===== config.mk =====
export PLATFORM = sky130hd
export DESIGN_NAME = ubs_uart
export DESIGN_NICKNAME = d
export VERILOG_FILES = /design/src/ubs_pkg.sv /design/src/ubs_tx_shift.sv /design/src/ubs_uart.sv
export SDC_FILE = /design/constraint.sdc
export NUM_CORES = 1
export LEC_CHECK = 0
export ABC_AREA = 1
export BUFFER_PORTS_ARGS = -buffer_cell sky130_fd_sc_hd__buf_2
export CAP_MARGIN = 20
export CORE_MARGIN = 2
export CORE_UTILIZATION = 56
export DETAILED_ROUTE_END_ITERATION = 6
export GPL_ROUTABILITY_DRIVEN = 0
export HOLD_SLACK_MARGIN = 0.1
export PLACE_DENSITY = 0.84
export SLEW_MARGIN = 20
export SYNTH_ARGS = -nofsm -noshare
export SYNTH_HDL_FRONTEND = slang
export SYNTH_SLANG_ARGS = --single-unit

===== constraint.sdc =====
create_clock -name I_CLK -period 2.68 [get_ports I_CLK]
set_input_delay 0.134 -clock I_CLK [delete_from_list [all_inputs] [get_ports I_CLK]]
set_output_delay 0.134 -clock I_CLK [all_outputs]
set_load 0.03 [all_outputs]

===== src/ubs_pkg.sv =====
// Purpose: shared constants and types of the serial buffer/status block
// Assumes: 100 MHz clock, 32-bit classic Wishbone register access
// Notes:   all offsets are byte addresses of aligned words

package ubs_pkg;

  // ---------------------------------------------------------------
  // timing
  // ---------------------------------------------------------------
  localparam int unsigned CLK_NS  = 10;
  localparam int unsigned BIT_NS  = 8680;
  // bit time in clock cycles, rounds down
  localparam int unsigned BIT_CYC = BIT_NS / CLK_NS;
  localparam int unsigned CNT_W   = 10;

  // ---------------------------------------------------------------
  // register map
  // ---------------------------------------------------------------
  localparam logic [7:0] ADR_TXB  = 8'h00;
  localparam logic [7:0] ADR_RXB  = 8'h04;
  localparam logic [7:0] ADR_TXST = 8'h08;
  localparam logic [7:0] ADR_RXST = 8'h0c;
  localparam logic [7:0] ADR_MODE = 8'h10;

  localparam logic [7:0] TXB_RST  = 8'hff;
  localparam logic [7:0] RXB_RST  = 8'hff;
  localparam logic [7:0] MODE_RST = 8'h00;

  // field positions
  localparam int unsigned TXST_PEND = 1;
  localparam int unsigned TXST_BUSY = 0;
  localparam int unsigned RXST_PE   = 2;
  localparam int unsigned RXST_FE   = 1;
  localparam int unsigned RXST_OVE  = 0;
  localparam int unsigned MODE_UEN  = 7;
  localparam int unsigned MODE_TXE  = 6;
  localparam int unsigned MODE_RXE  = 5;
  localparam int unsigned MODE_LEN8 = 1;
  localparam int unsigned MODE_ERM  = 0;

  // request priority codes
  localparam logic [1:0] PRI_NONE = 2'h0;
  localparam logic [1:0] PRI_ERR  = 2'h1;
  localparam logic [1:0] PRI_RX   = 2'h2;
  localparam logic [1:0] PRI_TX   = 2'h3;

  // ---------------------------------------------------------------
  // types
  // ---------------------------------------------------------------
  typedef enum logic [1:0] {TX_IDLE, TX_START, TX_DATA, TX_STOP} ubs_txst_t;

  typedef struct packed {
    logic       done;
    logic [7:0] data;
    logic       pe;
    logic       fe;
  } ubs_rx_in_t;

  typedef struct packed {
    ubs_txst_t        st;
    logic [CNT_W-1:0] cnt;
    logic [2:0]       nbit;
    logic [7:0]       sh;
    logic             txd;
    logic             last;
  } ubs_tx_t;

  typedef struct packed {
    logic [7:0]  mode;
    logic [7:0]  txb;
    logic [7:0]  rxb;
    logic        pend;
    logic        busy;
    logic        unread;
    logic        pe;
    logic        fe;
    logic        ove;
    logic        ack;
    logic [31:0] dat;
    logic        rq_err;
    logic        rq_rx;
  } ubs_state_t;

endpackage : ubs_pkg


===== src/ubs_tx_shift.sv =====
// Purpose: transmit shift register and frame sequencer
// Assumes: one start bit, 7 or 8 data bits lsb first, one stop bit
// Notes:   o_ready also rises in the last stop cycle for gapless frames

`timescale 1ns/1ps

module ubs_tx_shift (
  // clock and reset
  input  wire logic       i_clk,
  input  wire logic       i_resetn,
  input  wire logic       i_ce,
  // control
  input  wire logic       i_clear,
  input  wire logic       i_load,
  input  wire logic [7:0] i_data,
  input  wire logic       i_len8,
  // status and line
  output logic            o_ready,
  output logic            o_idle,
  output logic            o_txd,
  output logic            o_last
);

  localparam ubs_pkg::ubs_tx_t TX_RST = '{st: ubs_pkg::TX_IDLE, cnt: '0, nbit: 3'h0,
                                         sh: 8'hff, txd: 1'b1, last: 1'b0};

  ubs_pkg::ubs_tx_t s_ff;
  ubs_pkg::ubs_tx_t nxt_s;
  logic             tick;

  assign tick    = (s_ff.cnt == ubs_pkg::CNT_W'(ubs_pkg::BIT_CYC - 1));
  assign o_idle  = (s_ff.st == ubs_pkg::TX_IDLE);
  assign o_ready = o_idle || ((s_ff.st == ubs_pkg::TX_STOP) && tick); // see RULE20
  assign o_txd   = s_ff.txd;
  assign o_last  = s_ff.last;

  always_comb
  begin
    nxt_s      = s_ff;
    nxt_s.last = 1'b0;
    nxt_s.cnt  = tick ? '0 : s_ff.cnt + 1'b1;
    case (s_ff.st)
      ubs_pkg::TX_IDLE:
      begin
        nxt_s.cnt = '0;
      end
      ubs_pkg::TX_START:
      begin
        if (tick)
        begin
          nxt_s.st  = ubs_pkg::TX_DATA;
          nxt_s.txd = s_ff.sh[0];
          nxt_s.sh  = {1'b1, s_ff.sh[7:1]};
        end
      end
      ubs_pkg::TX_DATA:
      begin
        if (tick && (s_ff.nbit == (i_len8 ? 3'h7 : 3'h6)))
        begin
          nxt_s.st   = ubs_pkg::TX_STOP;
          nxt_s.txd  = 1'b1;
          nxt_s.last = 1'b1; // see RULE19 // see RULE22
        end
        else if (tick)
        begin
          nxt_s.nbit = s_ff.nbit + 3'h1;
          nxt_s.txd  = s_ff.sh[0];
          nxt_s.sh   = {1'b1, s_ff.sh[7:1]};
        end
      end
      default:
      begin
        if (tick)
        begin
          nxt_s.st = ubs_pkg::TX_IDLE;
        end
      end
    endcase
    if (i_load && o_ready)
    begin
      nxt_s.st   = ubs_pkg::TX_START;
      nxt_s.cnt  = '0;
      nxt_s.nbit = 3'h0;
      nxt_s.sh   = i_data;
      nxt_s.txd  = 1'b0;
    end
    if (i_clear)
    begin
      nxt_s = TX_RST;
    end
  end

  always_ff @(posedge i_clk or negedge i_resetn)
  begin
    if (!i_resetn)
    begin
      s_ff <= TX_RST;
    end
    else if (i_ce)
    begin
      s_ff <= nxt_s;
    end
  end
endmodule : ubs_tx_shift


===== src/ubs_uart.sv =====
// Purpose: transmit/receive buffers, transmit status and request lines
// Assumes: receive frames arrive already deserialised on I_RX
// Notes:   registers on classic Wishbone, one-cycle registered ack
//
// The Wishbone slave port and the register addresses were chosen for this implementation.

`timescale 1ns/1ps

// Functional notes
// RULE1 - transmit status read-only, resets to zero
// RULE2 - pending clears on disable or transfer
// RULE3 - buffer write sets pending flag
// RULE4 - software writes only while pending is zero
// RULE5 - busy clears on reset, disable, idle end
// RULE6 - busy sets when byte enters shifter
// RULE7 - software waits done and idle before reinit
// RULE8 - enabled receive copies frame, raises done
// RULE9 - disabled receive keeps buffer, no request
// RULE10 - seven-bit length forces bit seven zero
// RULE11 - overrun discards new character
// RULE12 - receive buffer ones on reset or off
// RULE13 - enabled transmit write starts sending
// RULE14 - disabled transmit ignores buffer write
// RULE15 - transmit buffer byte access, resets ones
// RULE16 - three requests, error highest, transmit lowest
// RULE17 - error request is OR of errors
// RULE18 - mode may route errors to done request
// RULE19 - transmit done after seven/eight bit frame
// RULE20 - next write accepted once byte moved
// RULE21 - mode zero error only, one done only
// RULE22 - transmit done with last stop bit
// RULE23 - transmit buffer read returns last write
module ubs_uart (
  // clock and reset
  input  wire logic                I_CLK,
  input  wire logic                I_RESETN,
  input  wire logic                I_CE,
  // wishbone slave
  input  wire logic                I_WB_CYC,
  input  wire logic                I_WB_STB,
  input  wire logic                I_WB_WE,
  input  wire logic [7:0]          I_WB_ADR,
  input  wire logic [3:0]          I_WB_SEL,
  input  wire logic [31:0]         I_WB_DAT,
  output logic      [31:0]         O_WB_DAT,
  output logic                     O_WB_ACK,
  // serial side
  input  wire ubs_pkg::ubs_rx_in_t I_RX,
  output logic                     O_TXD,
  // requests
  output logic                     O_RX_ERR_REQ,
  output logic                     O_RX_DONE_REQ,
  output logic                     O_TX_DONE_REQ,
  output logic      [1:0]          O_REQ_TOP
);

  localparam ubs_pkg::ubs_state_t ST_RST = '{
    mode:   ubs_pkg::MODE_RST,
    txb:    ubs_pkg::TXB_RST,
    rxb:    ubs_pkg::RXB_RST,
    pend:   1'b0,
    busy:   1'b0,
    unread: 1'b0,
    pe:     1'b0,
    fe:     1'b0,
    ove:    1'b0,
    ack:    1'b0,
    dat:    32'h0000_0000,
    rq_err: 1'b0,
    rq_rx:  1'b0
  };

  // ---------------------------------------------------------------
  // state and decode
  // ---------------------------------------------------------------
  ubs_pkg::ubs_state_t s_ff;
  ubs_pkg::ubs_state_t nxt_s;

  logic uen;
  logic txe;
  logic rxe;
  logic len8;
  logic erm;
  logic tx_on;
  logic rx_on;
  logic req;
  logic wr;
  logic rd;
  logic wr_txb;
  logic load;
  logic tx_ready;
  logic tx_idle;
  logic tx_last;
  logic rx_take;
  logic rx_ovr;
  logic rx_err;

  assign uen   = s_ff.mode[ubs_pkg::MODE_UEN];
  assign txe   = s_ff.mode[ubs_pkg::MODE_TXE];
  assign rxe   = s_ff.mode[ubs_pkg::MODE_RXE];
  assign len8  = s_ff.mode[ubs_pkg::MODE_LEN8];
  assign erm   = s_ff.mode[ubs_pkg::MODE_ERM];
  assign tx_on = uen && txe;
  assign rx_on = uen && rxe;

  // write or read commits at the edge that sees ack high
  assign req    = I_WB_CYC && I_WB_STB;
  assign wr     = req && I_WB_WE && s_ff.ack;
  assign rd     = req && !I_WB_WE && s_ff.ack;
  assign wr_txb = wr && (I_WB_ADR == ubs_pkg::ADR_TXB) && I_WB_SEL[0];

  assign load    = s_ff.pend && tx_ready && tx_on;
  assign rx_take = rx_on && I_RX.done; // see RULE9
  assign rx_ovr  = s_ff.unread;
  assign rx_err  = I_RX.pe || I_RX.fe || rx_ovr;

  // ---------------------------------------------------------------
  // transmit shifter
  // ---------------------------------------------------------------
  ubs_tx_shift u_tx (
    .i_clk    (I_CLK),
    .i_resetn (I_RESETN),
    .i_ce     (I_CE),
    .i_clear  (!tx_on),
    .i_load   (load),
    .i_data   (s_ff.txb),
    .i_len8   (len8),
    .o_ready  (tx_ready),
    .o_idle   (tx_idle),
    .o_txd    (O_TXD),
    .o_last   (tx_last)
  );

  // ---------------------------------------------------------------
  // next state
  // ---------------------------------------------------------------
  always_comb
  begin
    nxt_s        = s_ff;
    nxt_s.rq_err = 1'b0;
    nxt_s.rq_rx  = 1'b0;
    nxt_s.ack    = req && !s_ff.ack;
    nxt_s.dat    = 32'h0000_0000;

    // read data, unmapped reads give zero
    if (req && !s_ff.ack && !I_WB_WE)
    begin
      if (I_WB_ADR == ubs_pkg::ADR_TXB)
      begin
        nxt_s.dat[7:0] = s_ff.txb; // see RULE23
      end
      else if (I_WB_ADR == ubs_pkg::ADR_RXB)
      begin
        nxt_s.dat[7:0] = s_ff.rxb;
      end
      else if (I_WB_ADR == ubs_pkg::ADR_TXST)
      begin
        nxt_s.dat[ubs_pkg::TXST_PEND] = s_ff.pend; // see RULE1
        nxt_s.dat[ubs_pkg::TXST_BUSY] = s_ff.busy;
      end
      else if (I_WB_ADR == ubs_pkg::ADR_RXST)
      begin
        nxt_s.dat[ubs_pkg::RXST_PE]  = s_ff.pe;
        nxt_s.dat[ubs_pkg::RXST_FE]  = s_ff.fe;
        nxt_s.dat[ubs_pkg::RXST_OVE] = s_ff.ove;
      end
      else if (I_WB_ADR == ubs_pkg::ADR_MODE)
      begin
        nxt_s.dat[7:0] = s_ff.mode;
      end
    end

    // mode register write
    if (wr && (I_WB_ADR == ubs_pkg::ADR_MODE) && I_WB_SEL[0])
    begin
      nxt_s.mode = I_WB_DAT[7:0];
    end

    // read side effects come before the sets so a set wins
    if (rd && (I_WB_ADR == ubs_pkg::ADR_RXB))
    begin
      nxt_s.unread = 1'b0;
    end
    if (rd && (I_WB_ADR == ubs_pkg::ADR_RXST))
    begin
      nxt_s.pe  = 1'b0;
      nxt_s.fe  = 1'b0;
      nxt_s.ove = 1'b0;
    end

    // transmit buffer and flags
    if (load)
    begin
      nxt_s.pend = 1'b0; // see RULE2
      nxt_s.busy = 1'b1; // see RULE6
    end
    else if (tx_idle && !s_ff.pend)
    begin
      nxt_s.busy = 1'b0; // see RULE5
    end
    if (wr_txb && tx_on) // see RULE14
    begin
      nxt_s.txb  = I_WB_DAT[7:0]; // see RULE15
      nxt_s.pend = 1'b1; // see RULE3 // see RULE13
    end
    if (!tx_on)
    begin
      nxt_s.pend = 1'b0; // see RULE2
      nxt_s.busy = 1'b0; // see RULE5
    end

    // receive transfer and requests
    if (rx_take)
    begin
      // or onto the cleared copy so a same-cycle status read still clears
      nxt_s.pe  = nxt_s.pe || I_RX.pe;
      nxt_s.fe  = nxt_s.fe || I_RX.fe;
      nxt_s.ove = nxt_s.ove || rx_ovr;
      if (!rx_ovr) // see RULE11
      begin
        // overrun leaves the buffer alone
        nxt_s.rxb    = len8 ? I_RX.data : {1'b0, I_RX.data[6:0]}; // see RULE8 // see RULE10
        nxt_s.unread = 1'b1;
      end
      if (rx_err && !erm)
      begin
        nxt_s.rq_err = 1'b1; // see RULE17 // see RULE21
      end
      else
      begin
        nxt_s.rq_rx = 1'b1; // see RULE8 // see RULE18
      end
    end
    if (!rx_on)
    begin
      nxt_s.pe     = 1'b0;
      nxt_s.fe     = 1'b0;
      nxt_s.ove    = 1'b0;
      nxt_s.unread = 1'b0;
    end
    if (!uen)
    begin
      nxt_s.rxb = ubs_pkg::RXB_RST; // see RULE12
    end
  end

  always_ff @(posedge I_CLK or negedge I_RESETN)
  begin
    if (!I_RESETN)
    begin
      s_ff <= ST_RST;
    end
    else if (I_CE)
    begin
      s_ff <= nxt_s;
    end
  end

  // ---------------------------------------------------------------
  // outputs
  // ---------------------------------------------------------------
  assign O_WB_DAT      = s_ff.dat;
  assign O_WB_ACK      = s_ff.ack;
  assign O_RX_ERR_REQ  = s_ff.rq_err;
  assign O_RX_DONE_REQ = s_ff.rq_rx;
  assign O_TX_DONE_REQ = tx_last; // see RULE19

  // highest pending request this cycle
  always_comb
  begin
    if (s_ff.rq_err)
    begin
      O_REQ_TOP = ubs_pkg::PRI_ERR; // see RULE16
    end
    else if (s_ff.rq_rx)
    begin
      O_REQ_TOP = ubs_pkg::PRI_RX;
    end
    else if (tx_last)
    begin
      O_REQ_TOP = ubs_pkg::PRI_TX;
    end
    else
    begin
      O_REQ_TOP = ubs_pkg::PRI_NONE;
    end
  end
endmodule : ubs_uart


# Word-level counts from Yosys, hierarchy flattened
# Index checks and enable logic that the tools add are counted.
[totals]
regBits = 66
latch_bits = 0
mem_bits_rw = 0
romBits = 0
input_bits = 61
elab_cells = 135
memories = 0
[classes]
addsub = 2
mul = 0
div = 0
n_lt_le_gt_ge = 0
n_eq_ne = 24
shift = 0
mux = 45
n_bitwise = 0
reduce_logical = 45
[ops]
columns = ["op", "n"]
rows = [
  ["8-bit two-way mux", 8],
  ["25-bit two-way mux", 1],
  ["1-bit logical AND", 24],
  ["24-bit two-way mux", 1],
  ["10-bit two-way mux", 2],
  ["2-bit two-way mux", 9],
  ["9-bit one-hot mux with 2 select lines", 1],
  ["8-bit by 4-bit equality test with 1-bit output (second input constant)", 2],
  ["1-bit two-way mux", 12],
  ["12-bit two-way mux", 1],
  ["3-bit by 1-bit inequality test with 1-bit output (second input constant)", 4],
  ["4-bit by 2-bit inequality test with 1-bit output (second input constant)", 3],
  ["11-bit two-way mux", 1],
  ["10-bit by 1-bit adder with 10-bit output (second input constant)", 1],
  ["10-bit equality test (second input constant)", 1],
  ["5-bit AND reduction", 2],
  ["3-bit two-way mux", 3],
  ["9-bit two-way mux", 1],
  ["8-bit by 3-bit equality test with 1-bit output (second input constant)", 1],
  ["8-bit by 5-bit equality test with 1-bit output (second input constant)", 1],
  ["8-bit logical NOT", 1],
  ["4-bit two-way mux", 2],
  ["4-bit by 1-bit inequality test with 1-bit output (second input constant)", 2],
  ["2-bit AND reduction", 4],
  ["18 further kinds", 28],
]

# Longest topological paths before layout
[depth]
ltp_word = 8
mapped_depth = 12
mapped_depth_nobuf = 12

# Modules after synthesis
# From an unflattened synthesis, not the netlist that was laid out.
[unflattened]
hier_cells = 521
hier_area_um2 = 4050.1
[modules_own_cells]
columns = ["mod", "n_inst", "cells_each", "area_per_inst_um2", "seq_area_each_um2"]
rows = [
  ["ubs_uart", 1, 306, 2377.3, 1046.0],
  ["ubs_tx_shift", 1, 215, 1672.9, 636.9],
]

# Worst setup path before layout
# No wires, ideal clock.
[synth_path]
path_kind = "register to register"
from = "register u_tx.s_ff[13] in the netlist's numbering"
to = "register u_tx.s_ff[24] in the netlist's numbering"
setup_time_ps = 117
arrival_time_ps = 1536
setup_slack_ps = 1027
stages_incl_launch_ff = 12
n_path_buf = 1
period_less_slack_ps = 1653
path_cell_list = "dfrtp_1 > ha_1 > nand2_1 > nor2_2 > nand4_2 > nand2_4 > nand2_4 > buf_6 > a31oi_4 > nand2_1 > nand2_1 > nand2_1"
[synth_between]
elab_chain_cells = 8
elab_cells_between_ends = 14
cone_classes = "eq/ne (5); mux (2); reduce/logical (7)"
[synth_rtl]
columns = ["element", "line_no", "text"]
rows = [
  ["start, declared", "ubs_tx_shift.sv:27", "ubs_pkg::ubs_tx_t s_ff;"],
  ["start signal, assigned", "ubs_tx_shift.sv:101", "s_ff <= nxt_s;"],
  ["10-bit equality test *", "ubs_tx_shift.sv:31", "assign tick = (s_ff.cnt == ubs_pkg::CNT_W'(ubs_pkg::BIT_CYC - 1));"],
  ["1-bit logical AND", "ubs_tx_shift.sv:33", "assign o_ready = o_idle || ((s_ff.st == ubs_pkg::TX_STOP) && tick);"],
  ["1-bit logical OR", "ubs_tx_shift.sv:33", ""],
  ["1-bit logical AND (2 in a row)", "ubs_uart.sv:112", "assign load = s_ff.pend && tx_ready && tx_on;"],
  ["1-bit logical AND", "ubs_tx_shift.sv:79", "if (i_load && o_ready)"],
  ["4-bit by 2-bit inequality test with 1-bit output (no line), or another cell as far along", "-", ""],
  ["5-bit AND reduction (no line) / 25-bit two-way mux (equally long branches)", "-", ""],
]
# Mark *: on every way between the ends. The rest lies on a longest branch, timed or not.
# A chain may end at the register's enable or synchronous reset.

# Final worst setup path
[layout_path]
from = "register u_tx.s_ff[13] in the netlist's numbering"
to = "register u_tx.s_ff[23] in the netlist's numbering"
# The elaborated chain is that of the path after synthesis.

==> results.cfg <==
[sta]
period_needed_ns = 2.02
skew_ns = 0.0114
max_freq_ghz = 0.496
setup_tns_ns = 0
worst_pin_slew_ns = 0.626
rsz0062_at_grt = false
setup_violations = 0
finalHoldViolCount = 0
drv_slew = 0
fin_crit_sh_pct = 75.2
slew_headroom_pct = 58.1

[worst_setup_path]
critical_path.top_delay_family = simple AND/OR/NAND/NOR gates
critPathMaxStageDelay_ns = 0.39
crit_path_frequent_cell = nand2_1
slowest_stage = dfrtp_1
endpoint_kind = register
reg2reg_slack_ns = 0.66
required_ns = 2.92
worstSetupStartpointType = register
cp_num_buf_inv = 1
path_cells = ha_1 -> nand2_1 -> nor2_2 -> nand4_2 -> nand2_4 -> nand2_4 -> nand2_2 -> inv_2 -> nand3_1 -> nand2_1 -> nand2_1 -> nand2_1
cp.arrival_ns = 2.25
timing_worst_setup_path_type = register to register
critPathMaxFanout = 15

[clocking]
clk_pin_slew_ns = 0.07
cts.path.max_buffers = 2
cts_tree = yes
cts_max_level = 3
clock_latency_ns = 0.36
numCtsBuffers = 9
root_buffer = clkbuf_8
clock_sinks = 66

[grt]
overflow = 0
grt_max_degree = 46
antenna_found_initial = 0
grt_pass1_wl_mm = 14.5
use_met3_pct = 6.41
grtUsageMet1_pct = 30.7
globalRouteMet2Util_pct = 40.9
grt_use_total_pct = 24.1
busiest_layer = met2
grt_pass1_vias = 3171

[cells_and_area]
antenna_cells = 0
nets = 615
syn_to_final_growth_pct = 13.6
nFillCells = 545
seqCellArea_sq_um = 1680
multi_input_area_sq_um = 1760
drive_gt1_share_pct = 22.1

[run_status]
status = finished clean

[floorplanning]
rows = 30
die_area_sq_um = 7690
die_w_um = 87.7
start_util_pct = 57.8
core_sq_um = 6790
ios = 100
die_y_um = 87.7

[synth]
yosysSeqAreaShare_pct = 42.9
synthCells = 491
synth_ff_type = dfrtp_1
syn-mean-instance-area_sq_um = 7.99
synthArstFlopShare_pct = 100
yosys_register_bits = 66
ys_warn_count = 0
syn-cell-area_sq_um = 3930
yosysUniqueCellTypes = 41
synth_edf_count = 0

[route]
drc = 0
detailroute.via_count = 3336
drtAntennaViolNets = 0
wl_mm = 8.59
post_drt_via_cell_ratio = 5.14
dr.pass1.iters = 5
drtIter0Drc = 215
wl_per_cell_um = 13.2

[run]
cap_violations = 0

[pwr]
power-per-cell-area_nw_per_um2 = 465
p_leak_nw = 2.13
total_power_mw = 2.07
peakVddDrop_v = 0.000373

[hold_path]
hold_class = input port to register

[place]
portBuffers = 48
dp_hpwl_mm = 6.09
==> final cells by class <==
| type | count | area share (%) |
|---|---|---|
| clock inverters | 4 | 1.15 |
| well taps | 96 | 2.69 |
| inverters | 70 | 5.89 |
| multi-input cells | 333 | 39.5 |
| clock buffers | 12 | 3.26 |
| flip-flops and latches | 66 | 37.7 |
| repair buffers | 68 | 9.71 |
==> cell usage in the layout (no fill, tap or decap), drive strengths merged, types with 16 or more instances in the layout <==
cell type and instances:
a21oi 16, buf 51, conb 24, dfrtp 41
dfstp 25, dlygate4sd3 17, inv 68, nand2 124
nand3 26, nor2 21, o21ai 65
==> cell usage after synthesis, types with 2 or more instances <==
cell,count,area (sq um)
a22o_1,3,26.3
nor2_2,5,31.3
nand4_1,11,68.8
inv_1,60,225
o21ai_1,13,65.1
nand3_2,4,40.0
dfrtp_1,41,1030
a21oi_1,16,80.1
buf_4,32,240
nor3_1,3,15.0
nand4_4,2,42.5
ha_1,6,75.1
mux2i_1,2,20.0
nor2_4,4,45.0
nand2_4,2,22.5
o221ai_1,5,43.8
a31oi_1,2,12.5
buf_2,4,20.0
xnor2_1,2,17.5
clkinv_1,2,7.51
clkbuf_1,7,26.3
nand2_1,120,450
nand3b_1,8,60.1
o21ai_0,51,255
inv_2,8,30.0
xor2_1,6,52.6
nand3_1,22,110
nand2_2,2,12.5
dfstp_2,25,657
nor2_1,12,45.0
==> state kept, by name, indices dropped and copies added (netlist names) <==
name / flops
u_tx.o_last: 1
erm: 1
O_WB_ACK: 1
rxe: 1
O_RX_DONE_REQ: 1
u_tx.o_txd: 1
s_ff: 26
rx_ovr: 1
O_RX_ERR_REQ: 1
len8: 1
O_WB_DAT: 8
u_tx.s_ff: 23
==> what timing repair did <==
action	4_1_cts	5_1_grt
endpoints found under the hold margin	45	0
setup endpoints to repair	0	0
resized for setup	0	0
hold buffers	17	0
setup buffers	0	0
==> kinds of logic (layout without fill, tap and decap cells) <==
kind of cell / count (synthesis) / count (layout) / share of synthesized area, %
multiplexers: 2 / 2 / 0.510
adder cells (fa/ha/maj): 6 / 6 / 1.91
other: 1 / 24 / 0.0955
flip-flops: 66 / 66 / 42.9
XOR/XNOR: 8 / 8 / 1.79
buffers and inverters: 115 / 154 / 14.4
AND/OR/NAND/NOR: 199 / 199 / 25.0
AO/OA/AOI/OAI: 94 / 94 / 13.4
==> where the power goes <==
group          switching (mW)  internal [mW]
Clock                   0.385          0.455
Combinational           0.134         0.0592
Sequential            0.00894           1.03
Total                   0.528           1.54
==> stage by stage <==
stage / worst slack, ns / cell area, sq um / cells / util [%] / hold WS [ns]
floorplan: 1.03 / 4010 / 514 / - / -0.162
CTS: 0.681 / 4460 / 649 / 65.6 / 0.101
global route: 0.458 / 4460 / 649 / 65.6 / 0.136
finish: 0.664 / 4460 / 649 / 65.6 / 0.104
global placement: 0.767 / 4090 / 616 / 60.2 / 0.114
detailed placement: 0.696 / 4090 / 616 / 60.2 / 0.115
==> final timing paths <==
| kind | from | end | depth (start not counted) |
|---|---|---|---|
| worst min-delay path | I_RX[10] | rx_ovr | 3 |
| min in group asynchronous | I_RESETN | O_RX_DONE_REQ | 2 |
| worst min register to register | u_tx.s_ff[3] | u_tx.s_ff[3] | 2 |
| worst max-delay path | u_tx.s_ff[13] | u_tx.s_ff[23] | 12 |
| worst max register to register | u_tx.s_ff[13] | u_tx.s_ff[23] | 12 |
| max in group asynchronous | I_RESETN | u_tx.o_txd | 3 |
==> worst reg2reg max path: cells and delay by family (launching register included) <==
family	cells	cell delay (ns)
simple gates	10	1.21
flops	1	0.39
fa+ha+maj	1	0.22
buf+inv	1	0.08
==> per-layer routing <==
layer | up-vias | routed length (um) | part of all wire (%)
met5 | - | 0 | 0
met1 | 1556 | 3660 | 43
met4 | 0 | 138 | 1.6
met2 | 113 | 4220 | 49
li1 | 1650 | - | -
met3 | 17 | 569 | 6.6
Power figures use the tool's default switching activity.
